[config.mk]
export PLATFORM = sky130hd
export DESIGN_NAME = zq_odt_ctrl
export DESIGN_NICKNAME = d
export VERILOG_FILES = /design/src/hdl/zq_odt_ctrl.v /design/src/hdl/zq_cal_engine.v
export VERILOG_INCLUDE_DIRS = /design/src /design/src/hdl
export SDC_FILE = /design/constraint.sdc
export NUM_CORES = 1
export LEC_CHECK = 0
export ABC_AREA = 1
export BUFFER_PORTS_ARGS = -buffer_cell sky130_fd_sc_hd__buf_2
export CAP_MARGIN = 20
export CORE_MARGIN = 10
export CORE_UTILIZATION = 48
export DETAILED_ROUTE_END_ITERATION = 8
export GPL_ROUTABILITY_DRIVEN = 0
export PLACE_DENSITY_LB_ADDON = 0.15
export REMOVE_ABC_BUFFERS = 1
export SLEW_MARGIN = 20
export SYNTH_ARGS = -nofsm -noshare
export SYNTH_HDL_FRONTEND = slang
export SYNTH_SLANG_ARGS = --single-unit
export TNS_END_PERCENT = 5
[constraint.sdc]
create_clock -name clock -period 4.61 [get_ports clock]
set_input_delay 0.922 -clock clock [delete_from_list [all_inputs] [get_ports clock]]
set_output_delay 0.922 -clock clock [all_outputs]
set_load 0.02 [all_outputs]
[src/hdl/zq_odt_regs.vh]
// Purpose: Offsets, field positions, reset values and timing counts for zq_odt_ctrl.
// Assumes: APB slave, 32-bit words, 10 MHz clock.
// Notes: Offsets are byte addresses.
`ifndef ZQ_ODT_REGS_VH
`define ZQ_ODT_REGS_VH

// Register byte offsets.
`define OFS_CTRL 12'h000
`define OFS_MODE 12'h004
`define OFS_STAT 12'h008
`define OFS_CODE 12'h00C
`define OFS_LAT 12'h010

// Control register bits (write one to act).
`define CTRL_ZQCL 0
`define CTRL_ZQCS 1
`define CTRL_SRE 2
`define CTRL_SRX 3
`define CTRL_WRITE 4
`define CTRL_READ 5
`define CTRL_BC4 6

// Mode register fields.
`define MODE_NOM_LO 0
`define MODE_NOM_HI 2
`define MODE_WR_LO 4
`define MODE_WR_HI 6
`define MODE_PARK_LO 8
`define MODE_PARK_HI 10
`define MODE_TDQS 12
`define MODE_PRE2 13
`define MODE_CRC 14
`define MODE_RESET 16'h0000

// Latency register fields.
`define LAT_CWL_LO 0
`define LAT_CWL_HI 4
`define LAT_AL_LO 8
`define LAT_AL_HI 12
`define LAT_PL_LO 16
`define LAT_PL_HI 19
`define LAT_CL_LO 24
`define LAT_CL_HI 28
`define LAT_RESET 32'h0000_0009

// Calibration windows in clock cycles.
`define ZQINIT_CYC 16'h0400
`define ZQOPER_CYC 16'h0200
`define ZQCS_CYC 16'h0080
`define ZQCS_MIN_CYC 16'h0040
// Cycles that the launch and the result hand-over add around the engine count.
`define CAL_LAUNCH_CYC 16'h0002
`define CODE_RESET 8'h80
`define CODE_STEP 8'h01

// Termination select encoding.
`define TERM_OFF 2'b00
`define TERM_WR 2'b01
`define TERM_NOM 2'b10
`define TERM_PARK 2'b11

`endif

[src/hdl/zq_odt_ctrl.v]
// Purpose: ZQ calibration and on-die termination select for a DRAM device.
// Assumes: Commands arrive as APB control-register writes; ODT pin is asynchronous.
// Notes: Summary of operation follows.
// Summary of operation
// Long calibration starts engine; results move to I/O when done.
// First long calibration after reset gets the init window, later ones the oper window.
// Short calibration completes within its shorter window.
// Short calibration corrects at least one code step within 64 cycles.
// Controller keeps the channel quiet during calibration windows.
// Calibration current path is off once calibration completes.
// Controller precharges all banks and waits tRP before calibration.
// No recalibration after self refresh exit without explicit command.
// Controller waits tXS before calibration after self refresh exit.
// Controller never overlaps calibration of devices sharing one resistor.
// Controller holds CKE high during calibration.
// ODT held low during calibration; device presents park termination.
// All DQ devices stay high impedance during calibration.
// Termination on DQ, DQS, DM; TDQS too when enabled.
// Termination fully off in self refresh.
// ODT pin ignored when nominal field zero or in self refresh.
// Termination enabled when any of nominal, write or park fields nonzero.
// Written rank applies write termination regardless of ODT pin.
// Nominal termination on when ODT sampled high and enabled.
// Park value presented by default when enabled and nominal not active.
// Priority: disable, write, nominal, park.
// Controller enables DM or write DBI with read DBI for standby termination.
// Read disables termination from RL-2 or RL-3 cycles later.
// Nominal turn-on latency is CWL+AL+PL-2 or -3.
// Impedance codes update in one step at window end.
`timescale 1ns/10ps
`default_nettype none
`include "zq_odt_regs.vh"

module zq_odt_ctrl (
  // Clock and reset.
  input wire clock,
  input wire sys_rst,
  // APB slave.
  input wire psel,
  input wire penable,
  input wire pwrite,
  input wire [11:0] paddr,
  input wire [31:0] pwdata,
  output reg [31:0] prdata,
  output reg pready,
  output reg pslverr,
  // Pins and calibration target.
  input wire odt_pin,
  input wire [7:0] zq_target,
  // Termination and calibration outputs.
  output reg [1:0] term_sel_r,
  output reg [2:0] term_val_r,
  output reg term_tdqs_r,
  output reg [7:0] imp_code_r,
  output reg zq_current_r,
  output reg cal_busy_r
);
  reg [15:0] mode_r;
  reg [31:0] lat_r;
  reg first_done_r;
  reg self_ref_r;
  reg cal_start_r;
  reg [15:0] cal_win_r;
  reg [2:0] odt_sync_r;
  reg odt_q_r;
  reg [63:0] odt_pipe_r;
  reg [63:0] rd_pipe_r;
  reg [63:0] wr_pipe_r;
  reg [5:0] rd_hold_r;
  reg [3:0] wr_hold_r;
  reg nom_on_r;
  reg rd_off_r;
  reg wr_on_r;
  reg [1:0] sel_nxt;
  reg [2:0] val_nxt;
  reg bl4_r;

  wire eng_busy;
  wire eng_done;
  wire eng_cur;
  wire [7:0] eng_code;
  wire [2:0] f_nom = mode_r[`MODE_NOM_HI:`MODE_NOM_LO];
  wire [2:0] f_wr = mode_r[`MODE_WR_HI:`MODE_WR_LO];
  wire [2:0] f_park = mode_r[`MODE_PARK_HI:`MODE_PARK_LO];
  wire pre2 = mode_r[`MODE_PRE2];
  wire crc = mode_r[`MODE_CRC];
  wire [5:0] cwl = {1'b0, lat_r[`LAT_CWL_HI:`LAT_CWL_LO]};
  wire [5:0] al = {1'b0, lat_r[`LAT_AL_HI:`LAT_AL_LO]};
  wire [5:0] pl = {2'b00, lat_r[`LAT_PL_HI:`LAT_PL_LO]};
  wire [5:0] cl = {1'b0, lat_r[`LAT_CL_HI:`LAT_CL_LO]};
  wire [5:0] pre_adj = pre2 ? 6'h03 : 6'h02;
  wire [5:0] dodtl = cwl + al + pl - pre_adj;
  wire [5:0] rodtl = cl + al + pl - pre_adj;
  wire [5:0] odtlcnw = cwl + al + pl - 6'h02;
  wire acc = psel && penable && !pready;
  wire wr_acc = acc && pwrite;
  wire ctrl_wr = wr_acc && (paddr == `OFS_CTRL);
  wire cmd_zqcl = ctrl_wr && pwdata[`CTRL_ZQCL];
  wire cmd_zqcs = ctrl_wr && pwdata[`CTRL_ZQCS] && !pwdata[`CTRL_ZQCL];
  wire cmd_wr = ctrl_wr && pwdata[`CTRL_WRITE];
  wire cmd_rd = ctrl_wr && pwdata[`CTRL_READ];
  wire mapped = (paddr == `OFS_CTRL) || (paddr == `OFS_MODE) ||
    (paddr == `OFS_STAT) || (paddr == `OFS_CODE) || (paddr == `OFS_LAT);

  zq_cal_engine u_eng (
    .clock(clock),
    .sys_rst(sys_rst),
    .start(cal_start_r),
    .window(cal_win_r),
    .target(zq_target),
    .busy_r(eng_busy),
    .done_r(eng_done),
    .cur_on_r(eng_cur),
    .code_r(eng_code)
  );

  // APB slave: one wait state, pready then drops.
  always @(posedge clock) begin
    if (sys_rst) begin
      pready <= 1'b0;
      pslverr <= 1'b0;
      prdata <= 32'h0000_0000;
      mode_r <= `MODE_RESET;
      lat_r <= `LAT_RESET;
    end else begin
      pready <= acc;
      pslverr <= acc && !mapped;
      prdata <= 32'h0000_0000;
      if (acc && !pwrite) begin
        case (paddr)
          `OFS_MODE: prdata <= {16'h0000, mode_r};
          `OFS_STAT: prdata <= {26'h000_0000, term_sel_r, self_ref_r, first_done_r,
            zq_current_r, cal_busy_r};
          `OFS_CODE: prdata <= {24'h00_0000, imp_code_r};
          `OFS_LAT: prdata <= lat_r;
          default: prdata <= 32'h0000_0000;
        endcase
      end
      if (wr_acc && paddr == `OFS_MODE)
        mode_r <= pwdata[15:0];
      if (wr_acc && paddr == `OFS_LAT)
        lat_r <= pwdata;
    end
  end

  // Calibration launch and self refresh state.
  always @(posedge clock) begin
    if (sys_rst) begin
      first_done_r <= 1'b0;
      self_ref_r <= 1'b0;
      cal_start_r <= 1'b0;
      cal_win_r <= `ZQCS_CYC;
      cal_busy_r <= 1'b0;
      zq_current_r <= 1'b0;
      imp_code_r <= `CODE_RESET;
    end else begin
      cal_start_r <= 1'b0;
      if ((cmd_zqcl || cmd_zqcs) && !eng_busy && !cal_busy_r) begin
        cal_start_r <= 1'b1; // see
        cal_busy_r <= 1'b1;
        // The engine count is shortened so that the whole busy span fits the window.
        if (cmd_zqcs)
          cal_win_r <= `ZQCS_CYC - `CAL_LAUNCH_CYC; // see
        else if (!first_done_r)
          cal_win_r <= `ZQINIT_CYC - `CAL_LAUNCH_CYC;
        else
          cal_win_r <= `ZQOPER_CYC - `CAL_LAUNCH_CYC;
        if (cmd_zqcl)
          first_done_r <= 1'b1;
      end else if (eng_done) begin
        cal_busy_r <= 1'b0;
        imp_code_r <= eng_code; // see
      end
      zq_current_r <= eng_cur;
      if (ctrl_wr && pwdata[`CTRL_SRE])
        self_ref_r <= 1'b1;
      else if (ctrl_wr && pwdata[`CTRL_SRX])
        self_ref_r <= 1'b0;
    end
  end

  // ODT pin synchroniser and latency pipes.
  always @(posedge clock) begin
    if (sys_rst) begin
      odt_sync_r <= 3'b000;
      odt_q_r <= 1'b0;
      odt_pipe_r <= 64'h0000_0000_0000_0000;
      rd_pipe_r <= 64'h0000_0000_0000_0000;
      wr_pipe_r <= 64'h0000_0000_0000_0000;
      bl4_r <= 1'b0;
    end else begin
      odt_sync_r <= {odt_sync_r[1:0], odt_pin};
      if (odt_sync_r[2] == odt_sync_r[1])
        odt_q_r <= odt_sync_r[1];
      // Pin ignored when nominal disabled or in self refresh.
      odt_pipe_r <= {odt_pipe_r[62:0],
        odt_q_r && (f_nom != 3'b000) && !self_ref_r};
      rd_pipe_r <= {rd_pipe_r[62:0], cmd_rd};
      wr_pipe_r <= {wr_pipe_r[62:0], cmd_wr};
      if (cmd_wr)
        bl4_r <= pwdata[`CTRL_BC4];
    end
  end

  // Tap the pipes at the programmed latencies and hold windows.
  always @(posedge clock) begin
    if (sys_rst) begin
      nom_on_r <= 1'b0;
      rd_off_r <= 1'b0;
      wr_on_r <= 1'b0;
      rd_hold_r <= 6'h00;
      wr_hold_r <= 4'h0;
    end else begin
      nom_on_r <= (dodtl == 6'h00) ? odt_pipe_r[0] : odt_pipe_r[dodtl - 6'h01]; // see
      if (rd_pipe_r[rodtl]) begin
        rd_off_r <= 1'b1;
        rd_hold_r <= 6'h04 + pre_adj + {5'h00, crc};
      end else if (rd_hold_r != 6'h00) begin
        rd_hold_r <= rd_hold_r - 6'h01;
      end else begin
        rd_off_r <= 1'b0;
      end
      if (wr_pipe_r[odtlcnw] && f_wr != 3'b000) begin
        wr_on_r <= 1'b1;
        wr_hold_r <= bl4_r ? 4'h4 : 4'h6;
      end else if (wr_hold_r != 4'h0) begin
        wr_hold_r <= wr_hold_r - 4'h1;
      end else begin
        wr_on_r <= 1'b0;
      end
    end
  end

  // Priority select: disable, calibration park, write, nominal, park.
  always @* begin
    sel_nxt = `TERM_OFF;
    val_nxt = 3'b000;
    if (self_ref_r || rd_off_r) begin
      sel_nxt = `TERM_OFF; // see
    end else if (cal_busy_r) begin
      sel_nxt = (f_park != 3'b000) ? `TERM_PARK : `TERM_OFF;
      val_nxt = f_park;
    end else if (wr_on_r) begin
      sel_nxt = `TERM_WR;
      val_nxt = f_wr;
    end else if (nom_on_r && f_nom != 3'b000) begin
      sel_nxt = `TERM_NOM;
      val_nxt = f_nom;
    end else if (f_park != 3'b000) begin
      sel_nxt = `TERM_PARK;
      val_nxt = f_park;
    end
  end

  always @(posedge clock) begin
    if (sys_rst) begin
      term_sel_r <= `TERM_OFF;
      term_val_r <= 3'b000;
      term_tdqs_r <= 1'b0;
    end else begin
      term_sel_r <= sel_nxt;
      term_val_r <= val_nxt;
      term_tdqs_r <= mode_r[`MODE_TDQS] && (val_nxt != 3'b000);
    end
  end
endmodule // zq_odt_ctrl

`default_nettype wire

[src/hdl/zq_cal_engine.v]
// Purpose: Calibration engine; walks an impedance code during a timed window.
// Assumes: Start pulses arrive only while idle.
// Notes: The result is handed out in one step when the window ends.
`timescale 1ns/10ps
`default_nettype none
`include "zq_odt_regs.vh"

module zq_cal_engine (
  // Clock and reset.
  input wire clock,
  input wire sys_rst,
  // Request.
  input wire start,
  input wire [15:0] window,
  input wire [7:0] target,
  // Status.
  output reg busy_r,
  output reg done_r,
  output reg cur_on_r,
  output reg [7:0] code_r
);
  reg [15:0] cnt_r;
  reg [7:0] work_r;

  always @(posedge clock) begin
    if (sys_rst) begin
      busy_r <= 1'b0;
      done_r <= 1'b0;
      cur_on_r <= 1'b0;
      cnt_r <= 16'h0000;
      work_r <= `CODE_RESET;
      code_r <= `CODE_RESET;
    end else begin
      done_r <= 1'b0;
      if (start && !busy_r) begin
        busy_r <= 1'b1;
        cur_on_r <= 1'b1;
        cnt_r <= window;
        work_r <= code_r;
      end else if (busy_r) begin
        // Step the working code toward the target by one code step each cycle; hold once it matches.
        if (work_r < target)
          work_r <= work_r + `CODE_STEP;
        else if (work_r > target)
          work_r <= work_r - `CODE_STEP;
        if (cnt_r == 16'h0001) begin
          busy_r <= 1'b0;
          done_r <= 1'b1;
          cur_on_r <= 1'b0;
          code_r <= work_r;
        end
        cnt_r <= cnt_r - 16'h0001;
      end
    end
  end
endmodule // zq_cal_engine

`default_nettype wire

==> qor.yml, run 1 <==
antenna_left: 0
die_area_um2: 38700
grt_max_degree: 204
crit_path_top_delay_cell: "ha_1"
cts_tree: "done"
critPathBufInv: 6
synth_ff_type: "dfxtp_1"
finish.utilization_pct: 55.4
antenna_found_initial: 0
place_ws_ps: 759
syn_avg_cell_area_um2: 7.65
fin_cells: 2461
finalCritPeriodShare_pct: 82.9
ys_types: 53
cts_inserted_buffers: 38
max_freq_mhz: 262
drt_iter0_markers: 743
arrival_ps: 4290
cts_setup_buffers: 0
layout_setup_ws_ps: 790
synthXorXnorAreaFrac_pct: 1.74
synth_edf_count: 0
fillCellCount: 2921
hold_violations: 0
grt_first_pass_wirelength_um: 60700
rsz0062_at_grt: "false"
synthAdderAreaFrac_pct: 4.89
wire_per_inst_um: 15.0
grt_use_total_pct: 18.8
period_needed_ps: 3820
drc: 0
cp-end-kind: "register"
ctsHtreeMaxLevel: 2
ys_seq_elements: 350
start_util_pct: 48.9
dp.cells: 2395
cp_common_cell: "nand2_1"
die_w_um: 197
maxSlewHeadroom_pct: 25.9
nets: 2149
seq_area_frac_synth_pct: 46.7
ctsResizeCount: 0
slew_violations: 0
via_per_inst: 4.96
synthMuxAreaShare_pct: 0
syn2layout_area_growth_pct: 13.3
cts_hold_buf: 0
clk_pin_slew_worst_paths_ps: 60
outcome: "finished, final reports clean"
layout_commonest_cell: "dfxtp_1"
finClkSkew_ps: 14.2
synth.cell_area_um2: 15000
core-area_um2: 30700
async_flop_share_pct: 0
syn_inst: 1960
setup_viol: 0
crit_required_ps: 5080
synth_top_family_by_area: "simple AND/OR/NAND/NOR gates"
synth_compound_area_share_pct: 12.9
cts_max_path_buffers: 3
vias: 12200
drt-pass1-iter-count: 5
p_leak_nw: 7.24
irDropWorstVdd_uv: 226
worstMarginPinSlew_ps: 1110
power_density_nw_per_um2: 380
final_cell_mix: "350 x dfxtp_1, 347 x inv_1, 313 x nor2_1"
hpwl_um: 26100
cp_max_fo: 17
antenna_cells: 0
cp_top_family: "adder cells"
worstSetupPathType: "reg2reg"
clock_latency_ps: 530
portBuffers: 107
cts_sinks: 350
clockRootBuffer: "clkbuf_16"
drive_gt1_share_pct: 12.0
yosysWarnings: 0
rows: 64
routed_wl_um: 36900
ios: 108
holdCritPathClass: "reg2reg"
grt_pass1_vias: 11900
critPathMaxStageDelay_ps: 680
die_h_um: 197
drv_cap: 0
path_cells: "inv_1 > fa_1 > inv_1 > ha_1 > ha_1 > inv_1 > ha_1 > inv_1 > a21oi_1 > o21ai_0 > nand2_1 > inv_1 > o21ai_0 > nand2_1 > nand2_1 > nand2_1 > nand2_1 > nand2_1 > nand3_1 > nand2_1 > inv_1"
synth-simple-area-share_pct: 22.1
overflow: 0
tns_ps: 0
startpoint_type: "register"
## tightest hold or removal path, delay by kind of cell, from the launching register on
family	cells	cell delay (ps)
simple gates	1	30
buf+inv	1	40
flops	1	300
## kinds of logic after synthesis
family | after synthesis
xor+xnor | 26
fa+ha+maj | 52
compound gates | 310
buf+inv | 442
flops | 350
simple gates | 780
## registers in the layout, summed over array words and instances, names as in the netlist, 2 cells and up
register,cells
u_eng.cnt_r,16
lat_r,32
odt_sync_r,3
prdata,32
term_sel_r,2
imp_code_r,8
rd_hold_r,6
u_eng.code_r,8
term_val_r,3
u_eng.work_r,8
rd_pipe_r,64
mode_r,16
odt_pipe_r,64
cal_win_r,4
wr_pipe_r,64
wr_hold_r,4
## synth_stat cells (all sizes together) (2+ instances only)
cell,instances,share of area [%]
a211oi,49,3.1
a21oi,98,3.3
a221oi,5,0.29
a22o,5,0.29
a31oi,13,0.54
buf,37,1.5
clkbuf,45,1.1
dfxtp,350,47
fa,11,1.5
ha,41,3.4
inv,359,9.0
nand2,279,7.2
nand3,120,4.1
nand4,10,0.42
nor2,330,8.7
nor3,29,1.0
nor4,3,0.23
nor4b,2,0.12
o2111ai,3,0.29
o211ai,23,1.2
o21ai,104,3.5
o22ai,6,0.25
or2,4,0.17
xnor2,10,0.76
xor2,16,0.99
## area by class of cell
| class | instances | area [um^2] | share of cell area [%] |
|---|---|---|---|
| clock buffer | 53 | 1090 | 6.41 |
| clock inverter | 13 | 144 | 0.847 |
| inverter | 360 | 1360 | 7.98 |
| multi-input combinational | 1168 | 6240 | 36.7 |
| sequential | 350 | 7010 | 41.2 |
| tap | 396 | 495 | 2.92 |
| timing repair buffer | 121 | 662 | 3.90 |
## stage by stage
| step | total power, mW | hold WS (ps) | instance area (um^2) |
|---|---|---|---|
| after CTS | 6.51 | 406 | 17000 |
| after detailed placement | 3.52 | 399 | 15800 |
| final | 6.45 | 406 | 17000 |
| after global placement | 3.51 | 392 | 15800 |
| after global routing | 6.68 | 422 | 17000 |
| after floorplan | 3.39 | 388 | 14600 |
## metal layers
metal | wire (um) | track usage [%]
met4 | 893 | 5.56
met5 | 0 | 0
met1 | 17400 | 25.2
met2 | 16900 | 30.7
met3 | 1680 | 2.89
## where the power goes
part	internal (mW)	switching, mW
logic	0.138	0.225
registers	3.06	0.0258
clock network	1.77	1.23
## worst paths after layout
kind | from | slack [ps] | depth (start not counted) | end
hold reg to reg | odt_sync_r[0]$_SDFF_PP0_ | 410 | 2 | odt_sync_r[1]$_SDFF_PP0_
setup reg to reg | lat_r[9]$_SDFFE_PP0P_ | 790 | 21 | nom_on_r$_SDFF_PP0_
hold / removal | odt_sync_r[0]$_SDFF_PP0_ | 410 | 2 | odt_sync_r[1]$_SDFF_PP0_
setup / recovery | lat_r[9]$_SDFFE_PP0P_ | 790 | 21 | nom_on_r$_SDFF_PP0_
No activity file was read; power rests on OpenSTA's default activity.
==> inputs of run 2 (changes only) <==
clock period = 3.9 ns   (was 4.61 ns; I/O delays follow)
==> run 2 against run 1 <==
Sequential power grew 18%. Die area is the same. Critical path depth shrank 3. Final area grew 0.24%. Largest cell class unchanged. Critical endpoint is now wr_hold_r[1]$_SDFFE_PP0P_.
==> qor.yml, run 2 (synthesis gave the netlist of run 1 again) <==
cp_common_cell: "nand3_1"
drt-pass1-iter-count: 5  # unchanged
grt_use_total_pct: 18.7  # -0.10 points
die_h_um: 197  # unchanged
antenna_found_initial: 4  # +4
top_regs: "odt_pipe_r x64, rd_pipe_r x64, wr_pipe_r x64"
finClkSkew_ps: 18.5  # +4.32 ps
clock_latency_ps: 530  # about the same
via_per_inst: 4.99  # +0.58%
layout_setup_ws_ps: 395  # -395 ps
die_w_um: 197  # unchanged
rows: 64  # unchanged
arrival_ps: 3920  # -370 ps
cts_max_path_buffers: 3  # unchanged
sw_frac_of_total_pct: 22.9  # -0.034 points
dr_wl_met3_um: 1640  # -2.2%
nets: 2156  # +0.33%
clk_pin_slew_worst_paths_ps: 60  # about the same
cts_sinks: 350  # unchanged
vias: 12300  # +0.95%
ctsHtreeMaxLevel: 2  # unchanged
wire_per_inst_um: 14.9  # -0.55%
cts_tree: "done"
portBuffers: 107  # unchanged
cts_hold_buf: 0  # unchanged
finalCritPeriodShare_pct: 89.9  # +7.0 points
die_area_um2: 38700  # unchanged
layout_commonest_cell: "dfxtp_1"
start_util_pct: 48.9  # unchanged
antenna_left: 0  # unchanged
cp_max_fo: 9  # -8
p_leak_nw: 7.26  # +0.22%
critPathMaxStageDelay_ps: 570  # -110 ps
period_needed_ps: 3500  # -315 ps
drv_cap: 0  # unchanged
holdCritPathClass: "reg2reg"
cts_inserted_buffers: 39  # +2.6%
top_layer: "met5"
rsz0062_at_grt: "false"
slew_violations: 0  # unchanged
power_density_nw_per_um2: 446  # +17%
crit_required_ps: 4320  # -760 ps
startpoint_type: "register"
final_cell_mix: "350 x dfxtp_1, 347 x inv_1, 313 x nor2_1"
grt_first_pass_wirelength_um: 60200  # -0.69%
fin_cells: 2470  # +0.37%
grt_max_degree: 170  # -17%
fillCellCount: 2945  # +0.82%
path_cells: "inv_1 > fa_1 > inv_1 > ha_1 > fa_1 > inv_2 > ha_2 > inv_1 > nand3_1 > nand3_1 > nand2_1 > nand2_1 > nand3_1 > nand3_2 > nand3_1 > nand3_1 > nand2_1 > inv_1"
crit_path_top_delay_cell: "fa_1"
seqPwrFrac_pct: 48.1  # +0.2 points
power.switching_mw: 1.74  # +18%
tns_ps: 0  # unchanged
met2_length_um: 17400  # +2.8%
drt_iter0_markers: 800  # +7.7%
worstMarginPinSlew_ps: 1050  # -59.2 ps
drive_gt1_share_pct: 12.3  # +0.25 points
power_frac_comb_pct: 5.7  # about the same
cp-end-kind: "register"
reg2reg_slack_ps: 400  # -390 ps
core-area_um2: 30700  # unchanged
routed_wl_um: 36900  # -0.18%
intPower_mw: 5.85  # +18%
dp.cells: 2401  # +0.25%
max_freq_mhz: 285  # +9.0%
drt-met1-wl_um: 17000  # -2.5%
place_ws_ps: 275  # -484 ps
cp_top_family: "adder cells"
syn2layout_area_growth_pct: 13.6
clkPwrFrac_pct: 46.2  # -0.3 points
maxSlewHeadroom_pct: 29.8  # +3.8 points
worstSetupPathType: "reg2reg"
outcome: "finished, final reports clean"
ios: 108  # unchanged
grt_pass1_vias: 11900  # -0.48%
critPathBufInv: 5  # -1
finish.utilization_pct: 55.5  # +0.13 points
setup_viol: 0  # unchanged
clockRootBuffer: "clkbuf_16"
irDropWorstVdd_uv: 327  # +44%
drc: 0  # unchanged
overflow: 0  # unchanged
hpwl_um: 26200  # +0.21%
hold_violations: 0  # unchanged
-- run 2: cell type report --
cell class / count / area, um^2 / share of cell area (%)
Antenna cell: 3 / 7.51 / 0.0441
Clock buffer: 56 / 1120 / 6.58
Clock inverter: 10 / 98.8 / 0.580
Inverter: 360 / 1350 / 7.95
Multi-Input combinational cell: 1168 / 6240 / 36.6
Sequential cell: 350 / 7010 / 41.1
Tap cell: 396 / 495 / 2.91
Timing Repair Buffer: 127 / 707 / 4.15
-- run 2: power by group through the flow --
stage	Combinational [mW]	Clock [mW]	Sequential, mW
6_report	0.433	3.51	3.65
5_1_grt	0.495	3.73	3.65
4_1_cts	0.432	3.58	3.65
3_5_place_dp	0.429	0	3.73
3_3_place_gp	0.415	0	3.73
2_1_floorplan	0.284	0	3.72
-- run 2: metal layers --
metal / global-route usage, % / vias to the layer above
met3: 3.11 / 63
met4: 5.44 / 2
li1: - / 6344
met5: 0 / -
met2: 31.0 / 213
met1: 24.5 / 5699
-- run 2: tightest hold or removal path, cell delays in order, from the launching register on --
cell and delay [ps]:
dfxtp_1 290, inv_1 40, nor2_1 30
-- run 2: metrics by stage --
stage | power [mW] | hold WS [ps] | instance area [um^2]
3_3_place_gp | 4.14 | 391 | 15800
3_5_place_dp | 4.16 | 392 | 15800
6_report | 7.59 | 395 | 17000
2_1_floorplan | 4.01 | 388 | 14600
5_1_grt | 7.87 | 425 | 17000
4_1_cts | 7.66 | 397 | 17000
-- run 2: final timing paths --
path / start / end / cells after the start
max reg2reg: lat_r[9]$_SDFFE_PP0P_ / wr_hold_r[1]$_SDFFE_PP0P_ / 18
min: odt_sync_r[0]$_SDFF_PP0_ / odt_sync_r[1]$_SDFF_PP0_ / 2
max: lat_r[9]$_SDFFE_PP0P_ / wr_hold_r[1]$_SDFFE_PP0P_ / 18
min reg2reg: odt_sync_r[0]$_SDFF_PP0_ / odt_sync_r[1]$_SDFF_PP0_ / 2
-- run 2: what timing repair did --
item | in CTS | in global routing
setup endpoints to repair | 0 | 1
setup buffers | 0 | 0
resized for setup | 0 | 1
==> inputs of run 3 (changes only) <==
==> constraint.sdc (replaced) <==
create_clock -name clock -period 3.9 [get_ports clock]
set_input_delay 0.585 -clock clock [delete_from_list [all_inputs] [get_ports clock]]
set_output_delay 0.585 -clock clock [all_outputs]
set_load 0.02 [all_outputs]
==> run 3 against run 2 <==
Clock power is 7.1% higher. Clock skew about the same. Critical path depth is the same. Register-to-register slack gained 50 ps. Wire length fell by 1.9%. Flip-flop and latch count unchanged. Count of clock-buffer cells in the layout down 8. Sequential share of layout area fell by 0.24 points. Utilization is 0.33 points higher.
==> qor.yml, run 3 (synthesis gave the netlist of run 1 again) <==
outcome: "finished, final reports clean"
holdCritPathClass: "in2reg"
power.switching_mw: 1.72  # -1.2%
core-area_um2: 30700  # unchanged
vias: 12200  # -0.99%
rows: 64  # unchanged
start_util_pct: 48.9  # unchanged
cp_max_fo: 9  # unchanged
critPathMaxStageDelay_ps: 550  # -20 ps
slew_violations: 0  # unchanged
intPower_mw: 6.12  # +4.6%
cp_common_cell: "nand3_1"
antenna_cells: 0  # -3
total_power_mw: 7.84  # +3.2%
clockRootBuffer: "clkbuf_16"
maxSlewHeadroom_pct: 36.8  # +7.1 points
layout_setup_ws_ps: 444  # +48.3 ps
drive_gt1_share_pct: 12.6  # +0.33 points
cp_top_family: "adder cells"
irDropWorstVdd_uv: 385  # +18%
dp.cells: 2402  # +0.042%
top_regs: "odt_pipe_r x64, rd_pipe_r x64, wr_pipe_r x64"
path_cells: "inv_1 > fa_1 > inv_1 > ha_1 > fa_1 > inv_2 > ha_2 > inv_1 > nand3_1 > nand3_1 > nand2_1 > nand2_1 > nand3_1 > nand3_2 > nand3_1 > nand3_1 > nand2_1 > inv_1"
critPathBufInv: 5  # unchanged
die_h_um: 197  # unchanged
cts_inserted_buffers: 37  # -5.1%
p_leak_nw: 7.31  # +0.80%
drv_cap: 0  # unchanged
via_per_inst: 4.94  # -0.91%
nets: 2155  # -0.046%
overflow: 0  # unchanged
drt_iter0_markers: 735  # -8.1%
crit_required_ps: 4310  # about the same
grt_max_degree: 184  # +8.2%
routed_wl_um: 36200  # -1.9%
place_area_um2: 15800  # about the same
period_needed_ps: 3460  # -48.3 ps
drt-pass1-iter-count: 5  # unchanged
finClkSkew_ps: 18.0  # -0.493 ps
worstSetupPathType: "reg2reg"
layout_commonest_cell: "dfxtp_1"
tns_ps: 0  # unchanged
startpoint_type: "register"
cts_hold_buf: 0  # unchanged
crit_path_top_delay_cell: "fa_1"
clkPwrFrac_pct: 48.0  # +1.8 points
final_area_um2: 17100  # +0.59%
cts_sinks: 350  # unchanged
power_density_nw_per_um2: 457  # +2.6%
fin_cells: 2468  # -0.081%
hold_violations: 0  # unchanged
grt_first_pass_wirelength_um: 59400  # -1.4%
ios: 108  # unchanged
final_cell_mix: "350 x dfxtp_1, 347 x inv_1, 313 x nor2_1"
hpwl_um: 25600  # -2.1%
seqPwrFrac_pct: 46.6  # -1.5 points
antenna_found_initial: 2  # -2
wire_per_inst_um: 14.7  # -1.8%
clk_pin_slew_worst_paths_ps: 60  # about the same
finalCritPeriodShare_pct: 88.6  # -1.2 points
place_ws_ps: 331  # +55.3 ps
portBuffers: 107  # unchanged
sw_frac_of_total_pct: 22.0  # -0.99 points
grt_use_total_pct: 18.3  # -0.39 points
setup_viol: 0  # unchanged
antenna_left: 0  # unchanged
max_freq_mhz: 289  # +1.4%
drc: 0  # unchanged
cts_tree: "done"
ctsHtreeMaxLevel: 2  # unchanged
power_frac_comb_pct: 5.4  # -0.3 points
die_w_um: 197  # unchanged
clock_latency_ps: 520  # about the same
die_area_um2: 38700  # unchanged
rsz0062_at_grt: "false"
arrival_ps: 3860  # -60 ps
cp-end-kind: "register"
cts_max_path_buffers: 3  # unchanged
fillCellCount: 2912  # -1.1%
syn2layout_area_growth_pct: 14.3
grt_pass1_vias: 11700  # -1.4%
worstMarginPinSlew_ps: 947  # -105 ps
## run 3: per-layer routing
metal / part of all wire (%) / wire (um) / track usage (%)
met3: 4.4 / 1600 / 3.34
met2: 46 / 16600 / 29.3
met5: 0.075 / 27 / 0
met4: 2.5 / 916 / 6.03
met1: 47 / 17100 / 24.4
## run 3: repair_timing
action	CTS	global route
setup buffers	0	0
endpoints found under the setup margin	0	1
resized for setup	0	1
## run 3: path summary, 6_finish.rpt
path | startpoint | to | slack [ps] | cells past startpoint
max reg2reg | lat_r[9]$_SDFFE_PP0P_ | wr_hold_r[1]$_SDFFE_PP0P_ | 440 | 18
min | odt_pin | odt_sync_r[0]$_SDFF_PP0_ | 270 | 3
max | lat_r[9]$_SDFFE_PP0P_ | wr_hold_r[1]$_SDFFE_PP0P_ | 440 | 18
min reg2reg | odt_sync_r[0]$_SDFF_PP0_ | odt_sync_r[1]$_SDFF_PP0_ | 400 | 2
## run 3: stage by stage
stage / utilization (%) / hold WS, ps
2_1_floorplan: - / 388
3_3_place_gp: 51.5 / 392
3_5_place_dp: 51.5 / 394
4_1_cts: 55.8 / 259
5_1_grt: 55.9 / 285
6_report: 55.9 / 269
## run 3: cell type report
type	count	area, um^2	share of cell area [%]
flip-flops and latches	350	7010	40.9
clock inverters	18	249	1.45
well taps	396	495	2.89
clock buffers	48	1070	6.25
inverters	360	1350	7.90
repair buffers	128	714	4.17
multi-input cells	1168	6240	36.4
## run 3: worst register-to-register path, cell delays in order (launching register included)
cell and delay, ps:
dfxtp_1 360, inv_1 80, fa_1 510, inv_1 50, ha_1 210, fa_1 560
inv_2 80, ha_2 460, inv_1 200, nand3_1 130, nand3_1 70, nand2_1 60
nand2_1 50, nand3_1 110, nand3_2 150, nand3_1 110, nand3_1 70, nand2_1 60
inv_1 40
## run 3: power by group through the flow
| stage | Combinational [mW] | Clock [mW] | Sequential [mW] |
|---|---|---|---|
| 2_1_floorplan | 0.284 | 0 | 3.72 |
| 3_3_place_gp | 0.416 | 0 | 3.73 |
| 3_5_place_dp | 0.423 | 0 | 3.73 |
| 4_1_cts | 0.426 | 3.84 | 3.65 |
| 5_1_grt | 0.487 | 3.98 | 3.65 |
| 6_report | 0.426 | 3.76 | 3.65 |
